**src/ts_out_pkg.sv**
```systemverilog
// Constants and carrier types shared by the transport packet output stage.
// Assumes a 20 MHz core clock and a simple byte-wide register port.
`default_nettype none
package ts_out_pkg;
    localparam int PKT_BYTES = 188;
    localparam int CLK_HZ = 20000000;
    localparam logic [7:0] OUT_CLK_CTRL_OFF = 8'h50;
    localparam logic [7:0] OUT_CTRL_A_OFF = 8'h5A;
    localparam logic [7:0] CONFIG_OFF = 8'h5B;
    localparam logic [7:0] STATUS_OFF = 8'h5C;
    localparam int INV_BIT = 0;
    localparam int EXTCLK_BIT = 1;
    localparam int ERROR_FLAG_INSERT_ENABLE_BIT = 0;
    localparam int GATE_BIT = 0;
    localparam logic [7:0] OUT_CLK_CTRL_RST = 8'h01;
    localparam logic [7:0] OUT_CTRL_A_RST = 8'h01;
    localparam logic [7:0] CONFIG_RST = 8'h01;
    localparam logic [7:0] TEI_MASK = 8'h80;
    localparam int TEI_BYTE = 1;
    localparam logic [7:0] HALF_BASE = 8'h01;

    typedef struct packed {
        logic [1:0] guard;
        logic [1:0] constellation;
        logic [1:0] hierarchy;
        logic [2:0] code_rate;
    } mode_s;

    typedef struct packed {
        logic [7:0] data;
        logic start;
        logic valid;
        logic block_error_n;
    } ts_pins_s;

    typedef enum logic {
        ST_IDLE,
        ST_SEND
    } out_state_e;
endpackage
`default_nettype wire

```
**src/byte_store.sv**
```systemverilog
// One-packet byte memory with a registered read port.
// Assumes writer and reader never use the same word in the same cycle.
`timescale 1ns/1ps
`default_nettype none
module byte_store #(
    parameter int WIDTH = 8,
    parameter int DEPTH = 188,
    parameter int AW = $clog2(DEPTH)
) (
    input wire logic clk_i,
    input wire logic ce_i,
    input wire logic we_i,
    input wire logic [AW-1:0] waddr_i,
    input wire logic [WIDTH-1:0] wdata_i,
    input wire logic [AW-1:0] raddr_i,
    output logic [WIDTH-1:0] rdata_o
);
    logic [WIDTH-1:0] mem [DEPTH];

    always_ff @(posedge clk_i) begin
        if (ce_i && we_i) begin
            mem[waddr_i] <= wdata_i;
        end
    end

    always_ff @(posedge clk_i) begin
        if (ce_i) begin
            rdata_o <= mem[raddr_i];
        end
    end
endmodule
`default_nettype wire

```
**src/ts_packet_out.sv**
```systemverilog
// Transport packet output stage: buffers one decoded packet and sends it
// byte-wide with its own byte clock, start, valid and block-error strobes.
// Assumes the upstream decoder presents packet bytes synchronous to CLK_I.
// Behaviour
// - A packet leaves as 188 bytes on consecutive byte clocks, no gaps.
// - With insertion enabled, uncorrectable packets get the error indicator set.
// - With insertion disabled, the error indicator passes through unchanged.
// - Sync byte position moves at most one byte clock from nominal.
// - Byte clock runs continuously from the symbol clock once locked.
// - Invert select high: outputs change on falling byte-clock edge.
// - Data lines stay low between packets.
// - Start strobe is high only on the first byte of a packet.
// - Valid strobe is high from first byte through last byte.
// - Block error is low across a whole uncorrectable packet.
// - Invert select resets to one, in the clock control register at 0x50.
// - Byte clock rate is chosen automatically from the transmission mode.
// - A user-supplied output clock may replace the internal one.
`timescale 1ns/1ps
`default_nettype none
module ts_packet_out #(
    parameter int PKT_LEN = ts_out_pkg::PKT_BYTES
) (
    input wire logic CLK_I,
    input wire logic RST_I,
    input wire logic CE_I,
    input wire logic SYMBOL_LOCK_I,
    input wire ts_out_pkg::mode_s MODE_I,
    input wire logic EXT_CLK_I,
    input wire logic IN_VALID_I,
    input wire logic [7:0] IN_DATA_I,
    input wire logic IN_UNCORR_I,
    output logic IN_READY_O,
    input wire logic REG_WE_I,
    input wire logic REG_RE_I,
    input wire logic [7:0] REG_ADDR_I,
    input wire logic [7:0] REG_WDATA_I,
    output logic [7:0] REG_RDATA_O,
    output logic OUTPUT_BYTE_CLOCK_O,
    output logic [7:0] PACKET_BYTE_OUT_O,
    output logic PACKET_START_STROBE_O,
    output logic PACKET_VALID_STROBE_O,
    output logic BLOCK_ERROR_N_O
);
    localparam int AW = $clog2(PKT_LEN);
    localparam logic [AW-1:0] LAST_IDX = AW'(PKT_LEN - 1);

    logic [7:0] clk_ctrl_r;
    logic [7:0] ctrl_a_r;
    logic [7:0] config_r;
    logic clock_invert_select;
    logic ext_clk_sel;
    logic error_flag_insert_enable;
    logic stream_output_gate;

    logic [AW-1:0] wr_idx_r;
    logic pkt_full_r;
    logic uncorr_r;
    logic [AW-1:0] rd_idx_r;
    logic [7:0] rd_data;
    ts_out_pkg::out_state_e state_r;

    logic [7:0] half_cnt_r;
    logic [7:0] half_nxt;
    logic int_clk_r;
    logic ext_prev_r;
    logic rise_ev;
    logic fall_ev;
    logic launch;
    logic wr_en;
    logic start_ok;
    logic [7:0] byte_nxt;

    assign clock_invert_select = clk_ctrl_r[ts_out_pkg::INV_BIT];
    assign ext_clk_sel = clk_ctrl_r[ts_out_pkg::EXTCLK_BIT];
    assign error_flag_insert_enable = ctrl_a_r[ts_out_pkg::ERROR_FLAG_INSERT_ENABLE_BIT];
    assign stream_output_gate = config_r[ts_out_pkg::GATE_BIT];

    // Register writes
    always_ff @(posedge CLK_I or posedge RST_I) begin
        if (RST_I) begin
            clk_ctrl_r <= ts_out_pkg::OUT_CLK_CTRL_RST;
            ctrl_a_r <= ts_out_pkg::OUT_CTRL_A_RST;
            config_r <= ts_out_pkg::CONFIG_RST;
        end else if (CE_I && REG_WE_I) begin
            unique case (REG_ADDR_I)
                ts_out_pkg::OUT_CLK_CTRL_OFF: clk_ctrl_r <= REG_WDATA_I;
                ts_out_pkg::OUT_CTRL_A_OFF: ctrl_a_r <= REG_WDATA_I;
                ts_out_pkg::CONFIG_OFF: config_r <= REG_WDATA_I;
                default: ;
            endcase
        end
    end

    // Register reads, one cycle after the strobe; unmapped reads give zero
    always_ff @(posedge CLK_I or posedge RST_I) begin
        if (RST_I) begin
            REG_RDATA_O <= 8'h00;
        end else if (CE_I && REG_RE_I) begin
            unique case (REG_ADDR_I)
                ts_out_pkg::OUT_CLK_CTRL_OFF: REG_RDATA_O <= clk_ctrl_r;
                ts_out_pkg::OUT_CTRL_A_OFF: REG_RDATA_O <= ctrl_a_r;
                ts_out_pkg::CONFIG_OFF: REG_RDATA_O <= config_r;
                ts_out_pkg::STATUS_OFF: REG_RDATA_O <= {5'h00, SYMBOL_LOCK_I,
                    pkt_full_r, state_r == ts_out_pkg::ST_SEND};
                default: REG_RDATA_O <= 8'h00;
            endcase
        end
    end

    // Half period grows with rate, constellation, hierarchy and guard to even out spacing
    always_comb begin
        half_nxt = ts_out_pkg::HALF_BASE + 8'(MODE_I.code_rate)
            + 8'(MODE_I.constellation) + 8'(MODE_I.hierarchy)
            + 8'(MODE_I.guard);
    end

    // Internal byte clock, free running while locked
    always_ff @(posedge CLK_I or posedge RST_I) begin
        if (RST_I) begin
            half_cnt_r <= 8'h00;
            int_clk_r <= 1'b0;
        end else if (CE_I) begin
            if (!SYMBOL_LOCK_I) begin
                half_cnt_r <= 8'h00;
                int_clk_r <= 1'b0;
            end else if (half_cnt_r >= half_nxt - 8'h01) begin
                half_cnt_r <= 8'h00;
                int_clk_r <= ~int_clk_r;
            end else begin
                half_cnt_r <= half_cnt_r + 8'h01;
            end
        end
    end

    // User clock arrives synchronous; only its previous level is kept
    always_ff @(posedge CLK_I or posedge RST_I) begin
        if (RST_I) begin
            ext_prev_r <= 1'b0;
            OUTPUT_BYTE_CLOCK_O <= 1'b0;
        end else if (CE_I) begin
            ext_prev_r <= EXT_CLK_I;
            OUTPUT_BYTE_CLOCK_O <= ext_clk_sel ? EXT_CLK_I : int_clk_r;
        end
    end

    always_comb begin
        if (ext_clk_sel) begin
            rise_ev = EXT_CLK_I && !ext_prev_r;
            fall_ev = !EXT_CLK_I && ext_prev_r;
        end else begin
            rise_ev = !OUTPUT_BYTE_CLOCK_O && int_clk_r;
            fall_ev = OUTPUT_BYTE_CLOCK_O && !int_clk_r;
        end
        // Pins follow the selected clock one core cycle late, so the
        // launch edge of the pin and the data update stay aligned.
        launch = clock_invert_select ? fall_ev : rise_ev;
    end

    // Packet fill side
    assign wr_en = IN_VALID_I && IN_READY_O;
    always_ff @(posedge CLK_I or posedge RST_I) begin
        if (RST_I) begin
            wr_idx_r <= '0;
            uncorr_r <= 1'b0;
        end else if (CE_I && wr_en) begin
            wr_idx_r <= (wr_idx_r == LAST_IDX) ? '0 : wr_idx_r + AW'(1);
            if (wr_idx_r == '0) begin
                uncorr_r <= IN_UNCORR_I;
            end else begin
                uncorr_r <= uncorr_r | IN_UNCORR_I;
            end
        end
    end

    assign start_ok = launch && pkt_full_r && !stream_output_gate
        && SYMBOL_LOCK_I;

    // Full flag: set by the last written byte, cleared when sent or dropped
    always_ff @(posedge CLK_I or posedge RST_I) begin
        if (RST_I) begin
            pkt_full_r <= 1'b0;
        end else if (CE_I) begin
            if (wr_en && wr_idx_r == LAST_IDX) begin
                pkt_full_r <= 1'b1;
            end else if (state_r == ts_out_pkg::ST_SEND && (!SYMBOL_LOCK_I
                    || (launch && (rd_idx_r == LAST_IDX
                    || stream_output_gate)))) begin
                pkt_full_r <= 1'b0;
            end
        end
    end

    always_ff @(posedge CLK_I or posedge RST_I) begin
        if (RST_I) begin
            IN_READY_O <= 1'b0;
        end else if (CE_I) begin
            IN_READY_O <= !pkt_full_r
                && !(wr_en && wr_idx_r == LAST_IDX);
        end
    end

    byte_store #(
        .WIDTH(8),
        .DEPTH(PKT_LEN),
        .AW(AW)
    ) u_store (
        .clk_i(CLK_I),
        .ce_i(CE_I),
        .we_i(wr_en),
        .waddr_i(wr_idx_r),
        .wdata_i(IN_DATA_I),
        .raddr_i(rd_idx_r),
        .rdata_o(rd_data)
    );

    // Error indicator sits in the top bit of the second header byte
    always_comb begin
        byte_nxt = rd_data;
        if (rd_idx_r == AW'(ts_out_pkg::TEI_BYTE)
                && error_flag_insert_enable && uncorr_r) begin
            byte_nxt = rd_data | ts_out_pkg::TEI_MASK;
        end
    end

    // Send side: a packet starts on the first launch edge once buffered,
    // so its position moves by at most one byte clock.
    always_ff @(posedge CLK_I or posedge RST_I) begin
        if (RST_I) begin
            state_r <= ts_out_pkg::ST_IDLE;
            rd_idx_r <= '0;
        end else if (CE_I) begin
            unique case (state_r)
                ts_out_pkg::ST_IDLE: begin
                    rd_idx_r <= '0;
                    if (start_ok) begin
                        state_r <= ts_out_pkg::ST_SEND;
                        rd_idx_r <= AW'(1);
                    end
                end
                ts_out_pkg::ST_SEND: begin
                    // Lost lock drops the packet so no tail leaks out later
                    if (!SYMBOL_LOCK_I) begin
                        state_r <= ts_out_pkg::ST_IDLE;
                        rd_idx_r <= '0;
                    end else if (launch) begin
                        if (rd_idx_r == LAST_IDX || stream_output_gate) begin
                            state_r <= ts_out_pkg::ST_IDLE;
                            rd_idx_r <= '0;
                        end else begin
                            rd_idx_r <= rd_idx_r + AW'(1);
                        end
                    end
                end
            endcase
        end
    end

    // Output pins follow the launch edge; lock loss idles them at once
    always_ff @(posedge CLK_I or posedge RST_I) begin
        if (RST_I) begin
            PACKET_BYTE_OUT_O <= 8'h00;
            PACKET_START_STROBE_O <= 1'b0;
            PACKET_VALID_STROBE_O <= 1'b0;
            BLOCK_ERROR_N_O <= 1'b1;
        end else if (CE_I && (launch || !SYMBOL_LOCK_I)) begin
            if (stream_output_gate || !SYMBOL_LOCK_I) begin
                PACKET_BYTE_OUT_O <= 8'h00;
                PACKET_START_STROBE_O <= 1'b0;
                PACKET_VALID_STROBE_O <= 1'b0;
                BLOCK_ERROR_N_O <= 1'b1;
            end else if (state_r == ts_out_pkg::ST_IDLE && start_ok) begin
                PACKET_BYTE_OUT_O <= rd_data;
                PACKET_START_STROBE_O <= 1'b1;
                PACKET_VALID_STROBE_O <= 1'b1;
                BLOCK_ERROR_N_O <= !uncorr_r;
            end else if (state_r == ts_out_pkg::ST_SEND) begin
                PACKET_BYTE_OUT_O <= byte_nxt;
                PACKET_START_STROBE_O <= 1'b0;
                PACKET_VALID_STROBE_O <= 1'b1;
                BLOCK_ERROR_N_O <= !uncorr_r;
            end else begin
                PACKET_BYTE_OUT_O <= 8'h00;
                PACKET_START_STROBE_O <= 1'b0;
                PACKET_VALID_STROBE_O <= 1'b0;
                BLOCK_ERROR_N_O <= 1'b1;
            end
        end
    end
endmodule
`default_nettype wire

```
**config.mk**
```make
export PLATFORM = sky130hd
export DESIGN_NAME = ts_packet_out
export DESIGN_NICKNAME = d
export VERILOG_FILES = /design/src/ts_out_pkg.sv /design/src/byte_store.sv /design/src/ts_packet_out.sv
export SDC_FILE = /design/constraint.sdc
export NUM_CORES = 2
export LEC_CHECK = 0
export BUFFER_PORTS_ARGS = -buffer_cell sky130_fd_sc_hd__buf_2
export CORE_ASPECT_RATIO = 0.9
export CORE_MARGIN = 2
export CORE_UTILIZATION = 50
export DETAILED_ROUTE_END_ITERATION = 6
export GPL_TIMING_DRIVEN = 0
export PLACE_DENSITY = 0.72
export SLEW_MARGIN = 20
export SYNTH_ARGS = -nofsm -noshare
export SYNTH_HDL_FRONTEND = slang
export SYNTH_SLANG_ARGS = --single-unit
export TNS_END_PERCENT = 10
```
**constraint.sdc**
```tcl
create_clock -name CLK_I -period 2.6 [get_ports CLK_I]
set_input_delay 0.26 -clock CLK_I [delete_from_list [all_inputs] [get_ports CLK_I]]
set_output_delay 0.26 -clock CLK_I [all_outputs]
set_load 0.1 [all_outputs]
```
[Word level (Yosys, flattened, before mapping)]
Memory sizes are Yosys's and may differ from the RTL's. A register that Yosys moved wholly into a read port is not among the register bits.
Index checks and enable logic that the tools add are counted.
Word-level totals
  flip-flop bits (word level): 74
  bits in writable memories: 1504
  bits of input ports: 42
  output and inout port bits: 21
  logic and storage cells: 117
  memories: 1
Operators by class
  add/sub/neg operators: 8
  $lt $le $gt $ge: 1
  equal/unequal tests: 9
  multiplexer cells: 37
  bitwise gates (word level): 3
  reductions and logical operators: 40
Memories
  u_store.mem: words 188, bits a word 8, read ports 1, clocked after memory_dff 1, write ports 1, line byte_store.sv:18  | logic [WIDTH-1:0] mem [DEPTH];
Operator list (count)
  $mux W8: 10
  $eq A8 B7 Y1 const B: 4
  $pmux W8 S4: 1
  $add A8 B1 Y8 const B: 3
  $mux W1: 24
  $logic_and A1 B1 Y1: 19
  $eq A8 B8 Y1 const B: 2
  $pmux W8 S2: 1
  $reduce_and A2 Y1: 6
  $logic_not A1 Y1: 9
  $eq A8 B1 Y1 const B: 1
  $ge A8 B8 Y1: 1
  $logic_not A8 Y1: 1
  $sub A7 B1 Y8 const B: 1
  $add A6 B2 Y7: 1
  $add A5 B2 Y6: 1
  $add A4 B2 Y5: 1
  $add A1 B3 Y4 const A: 1
  $logic_or A1 B1 Y1: 4
  $ne A3 B2 Y1 const B: 1
  $ne A2 B1 Y1 const B: 1
  $not A1 Y1: 2
  $pmux W1 S2: 1
  $reduce_bool A2 Y1: 1
  $or A1 B1 Y1: 1

[Longest topological paths before layout]
  word-level depth: 10
  depth in mapped cells: 13
  depth with buffers taken out: 13

[By module]
A second synthesis with hierarchy kept.
Second synthesis, totals
  cell total of the unflattened synthesis: 3126
  area total of the unflattened synthesis: 62715.1 sq um
By module, submodules not included
  byte_store: times used 1, cells each 2777, area each 58911.5 sq um, seq. area each 45403.5 sq um
  ts_packet_out: times used 1, cells each 349, area each 3803.6 sq um, seq. area each 1856.8 sq um

[Worst setup path before layout]
Ideal clock, no wire load.
  kind: in2reg
  start point: in MODE_I[1] (netlist name)
  end point: reg int_clk_r
  library setup time: 0.128 ns
  arrival: 3.243 ns
  data required time: 2.472 ns
  slack: -0.770 ns
  stages on the path: 13
  buffers on the path: 0
  cell sequence: inv_1 -> fa_1 -> fa_1 -> inv_1 -> ha_1 -> fa_1 -> inv_1 -> ha_1 -> a21o_1 -> a21oi_1 -> o21ai_1 -> and2_1 -> mux2_1
Between the ends
  cells in the longest elaborated chain, start to end: 8
Ends and longest elaborated chain
  start, declared: line ts_packet_out.sv:27  | input wire ts_out_pkg::mode_s MODE_I,
  $add A1 B3 Y4: line ts_packet_out.sv:112  | half_nxt = ts_out_pkg::HALF_BASE + 8'(MODE_I.code_rate)
  $add A4 B2 Y5: line ts_packet_out.sv:113  | + 8'(MODE_I.constellation) + 8'(MODE_I.hierarchy)
  $add A5 B2 Y6: line ts_packet_out.sv:113
  $add A6 B2 Y7: line ts_packet_out.sv:114  | + 8'(MODE_I.guard);
  $sub A7 B1 Y8: line ts_packet_out.sv:126  | end else if (half_cnt_r >= half_nxt - 8'h01) begin
  $ge A8 B8 Y1: line ts_packet_out.sv:126
  $ne A2 B1 Y1 (no source line)
  $reduce_and A2 Y1 (no source line)
  end signal, assigned: line ts_packet_out.sv:128  | int_clk_r <= ~int_clk_r;
  end, declared: line ts_packet_out.sv:64  | logic int_clk_r;
Every way passes these cells.
A chain may end at the register's enable or synchronous reset.

==> results.toml <==
[finish]
design_area_mm2 = 0.07591
area_growth_pct = 20.50
drive_above_1_share = 0.3141
finalNetCount = 3770
fillCellCount = 8665

[global_routing]
antenna_found_initial = 4
grt_usage = 0.3114
grt_pass1_wl_um = 274200
grt_overflow = 0
grt_max_degree = 120
grt_pass1_vias = 35080

[job]
max_cap_viol_count = 0

[worst_setup_path]
cp-start-kind = "register"
critPathMaxFanout = 9
cp.buffers_inverters = 0
crit_family = "simple AND/OR/NAND/NOR gates"
reg2reg_slack_ns = -0.58
critical-path-slowest-cell = "nor2_1"
end_kind = "register"
critPathRequiredTime_ns = 3.09
reg2regPathDepth = 4
r2r_end = "u_store.rdata_o[2]$_DFFE_PP_"
critPathMaxStageDelay_ns = 1.12
crit_arrival_ns = 3.67
regToRegStartpoint = "rd_idx_r[7]$_DFFE_PP0P_"
worstSetupPathType = "register to register"
path_cells = "nor2_1 > nand4_1 > a211oi_2 > a311oi_4"

[logic_synthesis]
syn_nets = 3393
synth_edf_count = 1512
synth_common_cells = "1,512 x edfxtp_1, 315 x mux2i_1, 239 x mux4_2"
synth_cell_type_count = 72
syn_avg_cell_area_um2 = 18.91
synth_ff_type = "edfxtp_1"
synth.top_cell.area_share = 0.7208
syn-cell-area_mm2 = 0.06299
yosys-top-cells-area = "edfxtp_1 72%, mux4_2 8.5%, mux2i_1 5.0%"
synthMostInstantiatedCell = "edfxtp_1"
synth_largest_area_cell = "edfxtp_1"
syn_inst = 3331
ys_ff_latch = 1586
yosys_warnings = 0
synthArstFlopShare = 0.04666
seq_area_frac_synth = 0.7502

[floorplan]
initial_core_util = 0.5041
die_h_um = 340.7
fp-row-count = 123
chipWidth_um = 378.2
boundaryPins = 63
core_mm2 = 0.1250
die_area_mm2 = 0.1288

[sta]
final-setup-viol-count = 534
tns_ns = -64.72
finalCritPeriodShare = 1.224
relSlewSlack = 0.02665
clock.fmax_mhz = 314.2
clock_skew_ns = 0.05403
worst_pin_slew_ns = 1.455
setup_slack_ns = -0.5832
final_max_slew_viol_count = 0
rsz0062_at_grt = "yes"
finalHoldViolations = 0
period_needed_ns = 3.183

[status]
violations = "DRC, setup timing"
status = "finished, violations left"

[power_and_ir_drop]
power_frac_seq = 0.532
switchingPower_w = 0.01164
p_int_w = 0.04124
leakage_nw = 23.38
power_density_mw_per_mm2 = 696.6
swShare = 0.2201
peakVddDrop_v = 0.0006930
pwr-share-comb = 0.050
clkPwrFrac = 0.419

[detailed_routing]
antenna_left = 0
routedWlPerCell_um = 36.58
wl_met2_um = 85900
wirelength_um = 201600
route.detailed.drc = 27
drt-met1-wl_um = 69590
viasPerCell = 6.691
route.vias.total = 36880
drtIter0Drc = 6627
dr.pass1.iters = 7
wl_met3_um = 31870
highest_layer = "met5"

[placement]
postPlaceCellArea_mm2 = 0.06581
port_buffers = 60
place.gp.congestion = 1.083
dp.final_hpwl_um = 124700

[cts]
cts-root-buf = "clkbuf_16"
cts_tree = "built"
cts_buffers = 154
cts_buffer_depth = 3
clk_pin_slew_ns = 0.06
cts.sinks = 1586
cts_max_level = 4
clock_latency_ns = 0.81

[worst_hold_path]
hold_class = "primary input to asynchronous set/reset pin"
-- sequential cells by signal, indices dropped and copies added, names as in the netlist, 8 cells and up --
name,cells
PACKET_BYTE_OUT_O,8
REG_RDATA_O,8
clk_ctrl_r,8
config_r,8
ctrl_a_r,8
half_cnt_r,8
rd_idx_r,8
u_store.mem,1504
u_store.rdata_o,8
wr_idx_r,8
-- worst register-to-register path: stages (launching register included) --
cell	delay, ns
dfrtp_1	0.48
nor2_1	1.12
nand4_1	0.61
a211oi_2	0.50
a311oi_4	0.14
-- area by class of cell --
| cell class | instances | area [um^2] | share of cell area |
|---|---|---|---|
| multi-input combinational | 1516 | 16690 | 0.2198 |
| clock inverter | 77 | 795.8 | 0.01048 |
| inverter | 29 | 123.9 | 0.001632 |
| timing repair buffer | 222 | 2278 | 0.03001 |
| tap | 1687 | 2111 | 0.02781 |
| sequential | 1586 | 47260 | 0.6226 |
| buffer | 199 | 2571 | 0.03387 |
| antenna | 1 | 2.502 | 0.00003297 |
| clock buffer | 195 | 4080 | 0.05375 |
-- cells in the final DEF, fill, tap and decap left out, drive strengths merged, types with 39 or more instances in the layout --
| master | netlist | routed |
|---|---|---|
| clkbuf | 73 | 254 |
| a22oi | 124 | 124 |
| nand3 | 52 | 52 |
| clkinv | 0 | 55 |
| nand2 | 117 | 117 |
| o21ai | 58 | 58 |
| edfxtp | 1512 | 1512 |
| dfrtp | 70 | 70 |
| nor2 | 236 | 236 |
| a21oi | 67 | 67 |
| mux2i | 315 | 315 |
| buf | 127 | 339 |
| mux4 | 239 | 239 |
| mux2 | 39 | 39 |
-- what timing repair did --
item | CTS | global route
pin swaps | 38 | 47
resized for setup | 751 | 163
hold buffers | 22 | 0
hold endpoints to repair | 536 | 0
buffers inserted | 79 | 49
cloned | 2 | 0
endpoints found under the setup margin | 1429 | 1491
-- worst max-delay path by stage --
| stage | start | end | depth (start not counted) |
|---|---|---|---|
| after floorplan | MODE_I[6] | int_clk_r$_DFFE_PP0P_ | 13 |
| after global placement | rd_idx_r[0]$_DFFE_PP0P_ | u_store.rdata_o[5]$_DFFE_PP_ | 8 |
| after detailed placement | rd_idx_r[0]$_DFFE_PP0P_ | u_store.rdata_o[7]$_DFFE_PP_ | 10 |
| after CTS | rd_idx_r[0]$_DFFE_PP0P_ | u_store.rdata_o[2]$_DFFE_PP_ | 9 |
| after global routing | rd_idx_r[1]$_DFFE_PP0P_ | u_store.rdata_o[0]$_DFFE_PP_ | 10 |
| final | rd_idx_r[7]$_DFFE_PP0P_ | u_store.rdata_o[2]$_DFFE_PP_ | 4 |
-- power by group through the flow --
| stage | Sequential (W) | Clock (W) | Combinational [W] |
|---|---|---|---|
| 6_report | 0.0281 | 0.0221 | 0.00262 |
| 5_1_grt | 0.0281 | 0.0231 | 0.00271 |
| 4_1_cts | 0.0281 | 0.0220 | 0.00239 |
| 3_5_place_dp | 0.0286 | 0 | 0.00210 |
| 3_3_place_gp | 0.0287 | 0 | 0.00199 |
| 2_1_floorplan | 0.0287 | 0 | 0.000973 |
-- per-stage QoR --
| stage | util | setup WS (ns) | cells | hold WS (ns) | power (W) |
|---|---|---|---|---|---|
| finish | 0.6075 | -0.5832 | 5512 | 0.04179 | 0.05288 |
| global placement | 0.5236 | -2.196 | 5078 | 0.4462 | 0.03070 |
| CTS | 0.5984 | -0.3647 | 5463 | 0.004333 | 0.05253 |
| global route | 0.6074 | -0.4610 | 5511 | 0.04254 | 0.05391 |
| detailed placement | 0.5266 | -1.787 | 5088 | 0.3127 | 0.03074 |
| floorplan | - | -0.6455 | 3331 | 0.3589 | 0.02965 |
-- cells by family after synthesis --
family,after synthesis,share of synthesized area
muxes,593,0.1425
DFF,1586,0.7502
and+or+nand+nor,487,0.03367
AOI/OAI and AO/OA,406,0.04580
xor gates and xnor gates,10,0.001390
adders and majority gates,20,0.004449
buffers and inverters,229,0.02199
-- metal layers --
| metal | vias up | GRT usage |
|---|---|---|
| met4 | 6 | 0.1801 |
| met5 | - | 0 |
| met2 | 3221 | 0.4383 |
| met1 | 18660 | 0.4105 |
| met3 | 707 | 0.1257 |
| li1 | 14290 | - |
Power figures use the tool's default switching activity.
